--- src/core/rxf_pkg.sv ---
// constants shared by the receive filter and status block
package rxf_pkg;

    // register word offsets on the plain register port
    localparam logic [5:0] OFS_FILTER_STATUS = 6'h02;
    localparam logic [5:0] OFS_TABLE_SEL = 6'h20;
    localparam logic [5:0] OFS_TABLE_W0 = 6'h21;
    localparam logic [5:0] OFS_TABLE_W1 = 6'h22;
    localparam logic [5:0] OFS_TABLE_W2 = 6'h23;
    localparam logic [5:0] OFS_TABLE_EN = 6'h24;

    // field positions of receive_filter_and_status
    localparam int B_ACCEPT_ERRORS = 15;
    localparam int B_ACCEPT_SHORT_FRAMES = 14;
    localparam int B_ACCEPT_BROADCAST = 13;
    localparam int B_ACCEPT_ALL_INDIVIDUAL = 12;
    localparam int B_ACCEPT_ALL_GROUP = 11;
    localparam int B_LOOPBACK_SEL_HI = 10;
    localparam int B_LOOPBACK_SEL_LO = 9;
    localparam int B_GROUP_FRAME_SEEN = 8;
    localparam int B_ALL_ONES_FRAME_SEEN = 7;
    localparam int B_FINAL_FRAME_IN_AREA = 6;
    localparam int B_CARRIER_ACTIVITY = 5;
    localparam int B_COLLISION_ACTIVITY = 4;
    localparam int B_CHECKSUM_ERROR = 3;
    localparam int B_ALIGNMENT_ERROR = 2;
    localparam int B_LOOPED_FRAME_SEEN = 1;
    localparam int B_FRAME_RECEIVED_GOOD = 0;

    // reset value and masks
    localparam logic [15:0] FILTER_STATUS_RST = 16'h0000;
    localparam logic [15:0] CTRL_WRITE_MASK = 16'hFE00;
    localparam logic [15:0] FRAME_START_CLEAR = 16'h01CF;
    localparam logic [15:0] TABLE_EN_RST = 16'h0000;

    // loopback mode encodings
    localparam logic [1:0] LOOPBACK_OFF = 2'h0;

    // address width and first-octet group bit position
    localparam int ADDR_W = 48;
    localparam int GROUP_BIT = 40;

endpackage

--- src/core/rxf_addr_class.sv ---
// destination address classifier: broadcast and group, registered
module rxf_addr_class (
    input wire logic clk_sys_i,
    input wire logic srst_i,
    input wire logic da_valid_i,
    input wire logic [rxf_pkg::ADDR_W-1:0] da_i,
    output logic class_valid_o,
    output logic all_ones_o,
    output logic group_o
);

    typedef struct packed {
        logic valid;
        logic all_ones;
        logic group;
    } rxf_cls_t;

    rxf_cls_t s;
    rxf_cls_t next_s;

    // broadcast is all ones; group is the i/g bit of the first octet
    always_comb begin
        next_s = s;
        next_s.valid = da_valid_i;
        if (da_valid_i) begin
            next_s.all_ones = &da_i;
            next_s.group = da_i[rxf_pkg::GROUP_BIT];
        end
    end

    always_ff @(posedge clk_sys_i) begin
        if (srst_i) begin
            s <= '0;
        end else begin
            s <= next_s;
        end
    end

    assign class_valid_o = s.valid;
    assign all_ones_o = s.all_ones;
    assign group_o = s.group;

endmodule

--- src/core/rxf_station_table.sv ---
// station address table: entries, per-entry enable, registered match
module rxf_station_table #(
    parameter int DEPTH = 16,
    parameter int IDX_W = 4
) (
    input wire logic clk_sys_i,
    input wire logic srst_i,
    input wire logic wr_i,
    input wire logic [IDX_W-1:0] wr_idx_i,
    input wire logic [rxf_pkg::ADDR_W-1:0] wr_data_i,
    input wire logic [DEPTH-1:0] entry_en_i,
    input wire logic lookup_i,
    input wire logic [rxf_pkg::ADDR_W-1:0] key_i,
    output logic hit_valid_o,
    output logic hit_o
);

    typedef struct packed {
        logic [DEPTH-1:0][rxf_pkg::ADDR_W-1:0] mem;
        logic valid;
        logic hit;
    } rxf_tbl_t;

    rxf_tbl_t s;
    rxf_tbl_t next_s;

    // compare all enabled entries in parallel; result one cycle later
    always_comb begin
        next_s = s;
        next_s.valid = lookup_i;
        next_s.hit = 1'b0;
        for (int i = 0; i < DEPTH; i++) begin
            if (entry_en_i[i] && s.mem[i] == key_i) begin
                next_s.hit = lookup_i;
            end
        end
        if (wr_i) begin
            next_s.mem[wr_idx_i] = wr_data_i;
        end
    end

    // contents survive reset on purpose; only the entry enables gate them
    always_ff @(posedge clk_sys_i) begin
        if (srst_i) begin
            s.valid <= 1'b0;
            s.hit <= 1'b0;
            s.mem <= next_s.mem;
        end else begin
            s <= next_s;
        end
    end

    assign hit_valid_o = s.valid;
    assign hit_o = s.hit;

endmodule

--- src/core/rxf_filter.sv ---
// receive acceptance filter and per-frame status register
//
// What this block does
// - upper five control bits each enable a filter
// - no filter bits: accept table matches only
// - two-bit loopback field selects loopback mode
// - nine status bits set per frame condition
// - accepted frame copies whole register to descriptor
// - next frame start clears bits 8-6, 3-0
// - software reset leaves register unchanged
// - error bit: accept crc errors and collisions
// - short-frame bit accepts frames under 64 bytes
// - hardware reset clears short-frame bit
// - broadcast bit accepts broadcast frames too
// - hardware reset clears broadcast bit
// - promiscuous bit accepts all individual addresses
// - all-group bit accepts every multicast frame
// - all-group bit also accepts broadcast frames
// - bit 8 multicast, bit 7 broadcast
// - bit 6 when remaining words within threshold
// - alignment error only with crc, replaces it
// - bit 0 when frame free of errors
module rxf_filter #(
    parameter int TABLE_DEPTH = 16,
    parameter int TABLE_IDX_W = 4,
    parameter int WORDS_W = 16
) (
    input wire logic clk_sys_i,
    input wire logic srst_i,
    input wire logic sw_reset_i,
    // register port
    input wire logic [5:0] reg_addr_i,
    input wire logic [15:0] reg_wdata_i,
    input wire logic reg_wr_i,
    input wire logic reg_rd_i,
    output logic [15:0] reg_rdata_o,
    // mac receive side
    input wire logic rx_start_i,
    input wire logic rx_da_valid_i,
    input wire logic [rxf_pkg::ADDR_W-1:0] rx_da_i,
    input wire logic rx_end_i,
    input wire logic rx_crc_err_i,
    input wire logic rx_align_err_i,
    input wire logic rx_collision_i,
    input wire logic rx_short_i,
    input wire logic carrier_activity_i,
    input wire logic [WORDS_W-1:0] remaining_buffer_words_i,
    input wire logic [WORDS_W-1:0] end_of_buffer_threshold_i,
    // results
    output logic rx_accept_o,
    output logic rx_reject_o,
    output logic rx_descriptor_valid_o,
    output logic [15:0] rx_descriptor_status_word_o,
    output logic [1:0] loopback_sel_o
);

    typedef enum logic [0:0] {
        RXF_IDLE,
        RXF_FRAME
    } rxf_state_t;

    typedef struct packed {
        rxf_state_t fsm;
        logic [15:0] receive_filter_and_status;
        logic [15:0] rdata;
        logic [15:0] desc;
        logic desc_valid;
        logic accept;
        logic reject;
        logic [TABLE_IDX_W-1:0] sel;
        logic [15:0] w0;
        logic [15:0] w1;
        logic [TABLE_DEPTH-1:0] en;
        logic hit;
        logic all_ones;
        logic group;
        logic crs_seen;
    } rxf_regs_t;

    rxf_regs_t s;
    rxf_regs_t next_s;

    logic tbl_wr;
    logic hit_valid;
    logic hit;
    logic class_valid;
    logic all_ones;
    logic group;
    logic addr_ok;
    logic err_ok;
    logic len_ok;
    logic frame_ok;
    logic looped;
    logic [15:0] status_word;

    // read mux shared by the register port
    function automatic logic [15:0] read_mux(input rxf_regs_t r, input logic [5:0] a);
        logic [15:0] d;
        d = 16'h0000;
        case (a)
            rxf_pkg::OFS_FILTER_STATUS: d = r.receive_filter_and_status;
            rxf_pkg::OFS_TABLE_SEL: d = 16'(r.sel);
            rxf_pkg::OFS_TABLE_W0: d = r.w0;
            rxf_pkg::OFS_TABLE_W1: d = r.w1;
            rxf_pkg::OFS_TABLE_EN: d = 16'(r.en);
            default: d = 16'h0000;
        endcase
        return d;
    endfunction

    // the table entry is committed when its top word is written
    assign tbl_wr = reg_wr_i && reg_addr_i == rxf_pkg::OFS_TABLE_W2;

    rxf_station_table #(
        .DEPTH(TABLE_DEPTH),
        .IDX_W(TABLE_IDX_W)
    ) u_table (
        .clk_sys_i(clk_sys_i),
        .srst_i(srst_i),
        .wr_i(tbl_wr),
        .wr_idx_i(s.sel),
        .wr_data_i({reg_wdata_i, s.w1, s.w0}),
        .entry_en_i(s.en),
        .lookup_i(rx_da_valid_i),
        .key_i(rx_da_i),
        .hit_valid_o(hit_valid),
        .hit_o(hit)
    );

    rxf_addr_class u_class (
        .clk_sys_i(clk_sys_i),
        .srst_i(srst_i),
        .da_valid_i(rx_da_valid_i),
        .da_i(rx_da_i),
        .class_valid_o(class_valid),
        .all_ones_o(all_ones),
        .group_o(group)
    );

    // acceptance: address filters, then error and length gates
    always_comb begin
        addr_ok = s.hit;
        if (s.receive_filter_and_status[rxf_pkg::B_ACCEPT_BROADCAST] && s.all_ones) begin
            addr_ok = 1'b1;
        end
        if (s.receive_filter_and_status[rxf_pkg::B_ACCEPT_ALL_GROUP] && s.group) begin
            addr_ok = 1'b1;
        end
        if (s.receive_filter_and_status[rxf_pkg::B_ACCEPT_ALL_INDIVIDUAL] && !s.group) begin
            addr_ok = 1'b1;
        end
        // error gate: the error bit lets crc errors and collisions through, each on its own
        err_ok = s.receive_filter_and_status[rxf_pkg::B_ACCEPT_ERRORS]
            || !(rx_crc_err_i || rx_collision_i);
        len_ok = s.receive_filter_and_status[rxf_pkg::B_ACCEPT_SHORT_FRAMES] || !rx_short_i;
        frame_ok = addr_ok && err_ok && len_ok;
    end

    // per-frame status bits, built from the frame that just ended
    always_comb begin
        looped = s.receive_filter_and_status[rxf_pkg::B_LOOPBACK_SEL_HI:rxf_pkg::B_LOOPBACK_SEL_LO]
            != rxf_pkg::LOOPBACK_OFF;
        status_word = s.receive_filter_and_status;
        status_word[rxf_pkg::B_GROUP_FRAME_SEEN] = s.group;
        status_word[rxf_pkg::B_ALL_ONES_FRAME_SEEN] = s.all_ones;
        status_word[rxf_pkg::B_FINAL_FRAME_IN_AREA] =
            remaining_buffer_words_i <= end_of_buffer_threshold_i;
        status_word[rxf_pkg::B_CARRIER_ACTIVITY] = s.crs_seen || carrier_activity_i;
        status_word[rxf_pkg::B_COLLISION_ACTIVITY] = rx_collision_i;
        status_word[rxf_pkg::B_CHECKSUM_ERROR] = rx_crc_err_i && !rx_align_err_i;
        status_word[rxf_pkg::B_ALIGNMENT_ERROR] = rx_crc_err_i && rx_align_err_i;
        status_word[rxf_pkg::B_FRAME_RECEIVED_GOOD] = !rx_crc_err_i && !rx_align_err_i
            && !rx_short_i && !rx_collision_i;
        // a looped frame counts only when it arrived clean
        status_word[rxf_pkg::B_LOOPED_FRAME_SEEN] = looped
            && status_word[rxf_pkg::B_FRAME_RECEIVED_GOOD];
    end

    // next state: frame sequencing, register port, descriptor word
    always_comb begin
        next_s = s;
        next_s.desc_valid = 1'b0;
        next_s.accept = 1'b0;
        next_s.reject = 1'b0;
        next_s.rdata = 16'h0000;

        // lookup results arrive one cycle after the destination address
        if (hit_valid) begin
            next_s.hit = hit;
        end
        if (class_valid) begin
            next_s.all_ones = all_ones;
            next_s.group = group;
        end

        case (s.fsm)
            RXF_IDLE: begin
                if (rx_start_i) begin
                    next_s.fsm = RXF_FRAME;
                    next_s.receive_filter_and_status = s.receive_filter_and_status & ~rxf_pkg::FRAME_START_CLEAR;
                    next_s.hit = 1'b0;
                    next_s.all_ones = 1'b0;
                    next_s.group = 1'b0;
                    next_s.crs_seen = carrier_activity_i;
                end
            end
            RXF_FRAME: begin
                if (carrier_activity_i) begin
                    next_s.crs_seen = 1'b1;
                end
                if (rx_end_i) begin
                    next_s.fsm = RXF_IDLE;
                    // status is latched for every frame; only accepted ones are copied
                    next_s.receive_filter_and_status = status_word;
                    next_s.accept = frame_ok;
                    next_s.reject = !frame_ok;
                    if (frame_ok) begin
                        next_s.desc = status_word;
                        next_s.desc_valid = 1'b1;
                    end
                end
            end
            default: begin
                next_s.fsm = RXF_IDLE;
            end
        endcase

        // software reset aborts a frame but keeps every register bit
        if (sw_reset_i) begin
            next_s.fsm = RXF_IDLE;
            next_s.accept = 1'b0;
            next_s.reject = 1'b0;
            next_s.desc_valid = 1'b0;
        end

        // register writes touch control bits only; status stays read-only
        if (reg_wr_i) begin
            case (reg_addr_i)
                rxf_pkg::OFS_FILTER_STATUS: begin
                    next_s.receive_filter_and_status = (next_s.receive_filter_and_status & ~rxf_pkg::CTRL_WRITE_MASK)
                        | (reg_wdata_i & rxf_pkg::CTRL_WRITE_MASK);
                end
                rxf_pkg::OFS_TABLE_SEL: next_s.sel = reg_wdata_i[TABLE_IDX_W-1:0];
                rxf_pkg::OFS_TABLE_W0: next_s.w0 = reg_wdata_i;
                rxf_pkg::OFS_TABLE_W1: next_s.w1 = reg_wdata_i;
                rxf_pkg::OFS_TABLE_EN: next_s.en = reg_wdata_i[TABLE_DEPTH-1:0];
                default: begin
                end
            endcase
        end

        // read data stand only in the cycle after the strobe
        if (reg_rd_i) begin
            next_s.rdata = read_mux(s, reg_addr_i);
        end
    end

    // hardware reset clears the whole register, short and broadcast bits included
    always_ff @(posedge clk_sys_i) begin
        if (srst_i) begin
            s <= '0;
            s.fsm <= RXF_IDLE;
            s.receive_filter_and_status <= rxf_pkg::FILTER_STATUS_RST;
            s.en <= TABLE_DEPTH'(rxf_pkg::TABLE_EN_RST);
        end else begin
            s <= next_s;
        end
    end

    // outputs straight from state
    assign reg_rdata_o = s.rdata;
    assign rx_accept_o = s.accept;
    assign rx_reject_o = s.reject;
    assign rx_descriptor_valid_o = s.desc_valid;
    assign rx_descriptor_status_word_o = s.desc;
    assign loopback_sel_o = s.receive_filter_and_status[rxf_pkg::B_LOOPBACK_SEL_HI:rxf_pkg::B_LOOPBACK_SEL_LO];

endmodule

--- config.mk ---
export PLATFORM = sky130hd
export DESIGN_NAME = rxf_filter
export DESIGN_NICKNAME = d
export VERILOG_FILES = /design/src/core/rxf_pkg.sv /design/src/core/rxf_addr_class.sv /design/src/core/rxf_station_table.sv /design/src/core/rxf_filter.sv
export SDC_FILE = /design/constraint.sdc
export NUM_CORES = 1
export LEC_CHECK = 0
export BUFFER_PORTS_ARGS = -buffer_cell sky130_fd_sc_hd__buf_2
export CAP_MARGIN = 25
export CORE_MARGIN = 4
export CORE_UTILIZATION = 40
export CTS_CLUSTER_DIAMETER = 80
export DETAILED_ROUTE_END_ITERATION = 7
export PLACE_DENSITY_LB_ADDON = 0.08
export SLEW_MARGIN = 20
export SYNTH_ARGS = -nofsm -noshare
export SYNTH_HDL_FRONTEND = slang
export SYNTH_SLANG_ARGS = --single-unit
--- constraint.sdc ---
create_clock -name clk_sys_i -period 6.6 [get_ports clk_sys_i]
set_input_delay 0.66 -clock clk_sys_i [delete_from_list [all_inputs] [get_ports clk_sys_i]]
set_output_delay 0.66 -clock clk_sys_i [all_outputs]
set_load 0.005 [all_outputs]
==> impl_metrics.env <==
export IMPL_status="finished, final reports clean"
export IMPL_fin_area_um2=42200
export IMPL_timing_final_crit_share_pct=53.7
export IMPL_cts_root_buffer="clkbuf_16"
export IMPL_drive_gt1_share_pct=14.3
export IMPL_area_growth_pct=13.0
export IMPL_setup_viol=0
export IMPL_seq_area_frac_synth_pct=67.7
export IMPL_multi_input_area_um2=10800
export IMPL_synth_edff_count=768
export IMPL_grt_overflow=0
export IMPL_mostFrequentLayoutCells="edfxtp_1, xor2_1, xnor2_1, buf_2, nor4_1"
export IMPL_place_hpwl_um=90100
export IMPL_fin_util_pct=45.8
export IMPL_crit_type="in -> reg"
export IMPL_synthCells=2564
export IMPL_totalWireLength_um=150000
export IMPL_grt_max_degree=93
export IMPL_met1_length_um=58300
export IMPL_drc_errors=0
export IMPL_vias_per_cell=5.86
export IMPL_portBuffers=151
export IMPL_skew_ns=0.0315
export IMPL_crit_required_ns=7.19
export IMPL_die_x_um=314
export IMPL_syn_nets=2695
export IMPL_dr_pass1_iters=6
export IMPL_finalCriticalPeriod_ns=3.55
export IMPL_dpl_instance_area_um2=39200
export IMPL_nNetsFinal=2845
export IMPL_clockBufferDepth=3
export IMPL_route_antenna_remaining_nets=0
export IMPL_rsz0062_at_grt="no"
export IMPL_synth_flop_cell="edfxtp_1"
export IMPL_async_flop_share_pct=0
export IMPL_post_cts_buffers=0
export IMPL_tightest_slew_ns=1.11
export IMPL_h_tree_depth=3
export IMPL_path_clk_slew_ns=0.06
export IMPL_start_util_pct=40.5
export IMPL_hold_buffers=0
export IMPL_power_density_nw_per_um2=282
export IMPL_power_leakage_uw=0.0155
export IMPL_hold_viol_final=0
export IMPL_clkLatencyLatePin_ns=0.68
export IMPL_worstPathArrival_ns=4.14
export IMPL_routed_top_layer="met4"
export IMPL_clock_sink_count=879
export IMPL_antenna_found_initial=20
export IMPL_critPathMaxFanout=12
export IMPL_startpoint_type="primary input"
export IMPL_grtUsageTotal_pct=30.3
export IMPL_synth_area_um2=37300
export IMPL_met3_length_um=14300
export IMPL_die_h_um=314
export IMPL_routedWlPerCell_um=37.2
export IMPL_endpoint_kind="register"
export IMPL_yosysWarningCount=0
export IMPL_vias=23700
export IMPL_nFillCells=8075
export IMPL_drt_initial_drc_count=3727
export IMPL_cts_buffers=95
export IMPL_cts_tree="built"
export IMPL_synth_avg_cell_area_um2=14.6
export IMPL_setup_tns_ns=0
export IMPL_slew_headroom_pct=25.3
export IMPL_gp_congestion=0.879
export IMPL_clock_fmax_ghz=0.282
export IMPL_grt_pass1_wl_um=201000
export IMPL_final_common_cell="edfxtp_1"
export IMPL_io_pin_count=152
export IMPL_ctsResizeCount=0
export IMPL_total_power_uw=11900
export IMPL_met2WireLength_um=71200
export IMPL_max_vdd_ir_drop_mv=0.178
export IMPL_synth_distinct_cells=55
export IMPL_core_area_um2=92100
export IMPL_max_cap_violations=0
export IMPL_register_area_um2=25300
export IMPL_min_path_type="in -> reg"
export IMPL_slew_viol_final=0
export IMPL_std_cell_rows=111
export IMPL_dieArea_um2=98300
export IMPL_ys_ff_latch=879
export IMPL_grt_pass1_vias=22900
worst paths after layout:
check,startpoint,to,slack [ns],cells past startpoint
setup / recovery,rx_da_i[1],u_table.hit_o,3.05,9
hold / removal,sw_reset_i,rx_descriptor_valid_o,0.20,2
setup reg to reg,u_table.s[61],u_table.hit_o,3.70,7
hold reg to reg,s[42],s[42],0.46,2
area by class of cell:
type | instances | share of cell area, %
Inverter | 60 | 0.534
Multi-Input combinational cell | 1461 | 25.7
Antenna cell | 4 | 0.0237
Clock buffer | 133 | 6.30
Timing Repair Buffer | 217 | 2.97
Sequential cell | 879 | 60.0
Clock inverter | 42 | 0.822
Tap cell | 1243 | 3.69
cell families after synthesis:
| logic type | Yosys count | share of synthesized area, % |
|---|---|---|
| buffers and inverters | 224 | 3.70 |
| XOR/XNOR | 726 | 17.1 |
| AO/OA/AOI/OAI | 186 | 3.20 |
| AND/OR/NAND/NOR | 517 | 7.36 |
| adder cells (fa/ha/maj) | 16 | 0.536 |
| multiplexers | 16 | 0.429 |
| flip-flops | 879 | 67.7 |
stage by stage:
| stage | cells | setup slack (ns) | hold WS (ns) |
|---|---|---|---|
| 5_1_grt | 4035 | 3.12 | 0.216 |
| 4_1_cts | 4034 | 3.15 | 0.173 |
| 2_1_floorplan | 2564 | 1.28 | 0.436 |
| 3_5_place_dp | 3859 | 2.46 | 0.452 |
| 3_3_place_gp | 3857 | 2.39 | 0.443 |
| 6_report | 4039 | 3.05 | 0.205 |
registers in the layout, indices dropped and copies added, names as in the netlist:
signal / count
u_table.hit_o: 1
rx_descriptor_status_word_o: 16
rx_descriptor_valid_o: 1
u_table.hit_valid_o: 1
u_class.all_ones_o: 1
rx_reject_o: 1
s: 71
u_class.group_o: 1
reg_rdata_o: 16
u_table.s: 768
loopback_sel_o: 2
cell usage after synthesis, drive strengths merged (4+ instances only):
master	n	area share, %
edfxtp	768	62
xor2	492	12
xnor2	234	5.5
nor4	146	2.5
buf	142	2.9
nand2	139	1.4
dfxtp	111	6.0
nand4	99	1.7
a21oi	96	1.3
inv	60	0.60
nor2	50	0.51
nand3	32	0.43
nor3	29	0.42
clkbuf	22	0.22
a222oi	17	0.46
ha	16	0.54
mux2i	16	0.43
a22oi	14	0.28
o22ai	14	0.23
o21ai	9	0.12
a221oi	6	0.14
a21o	5	0.10
nand2b	5	0.084
o2bb2ai	5	0.12
and2	4	0.067
nor2b	4	0.067
per-layer routing:
layer	GRT usage, %	vias up
li1	-	9597
met1	40.1	12300
met2	49.7	1480
met3	5.34	280
met4	11.9	0
met5	0	-
power breakdown:
part	leakage, uW	total (uW)	switching, uW	internal [uW]
Sequential	0.00910	6000	12.0	5990
Clock	0.00147	5210	2240	2970
Combinational	0.00496	667	487	180
Total	0.0155	11900	2740	9140
critical path, cell delays in order:
cell and delay, ns:
buf_2 0.64, buf_4 0.44, xnor2_1 0.17, nand4_1 0.20, nor4_1 0.78, nand4_1 0.22
nor4_1 0.63, nor4_1 0.14, a41oi_1 0.24
Power figures use the tool's default switching activity.
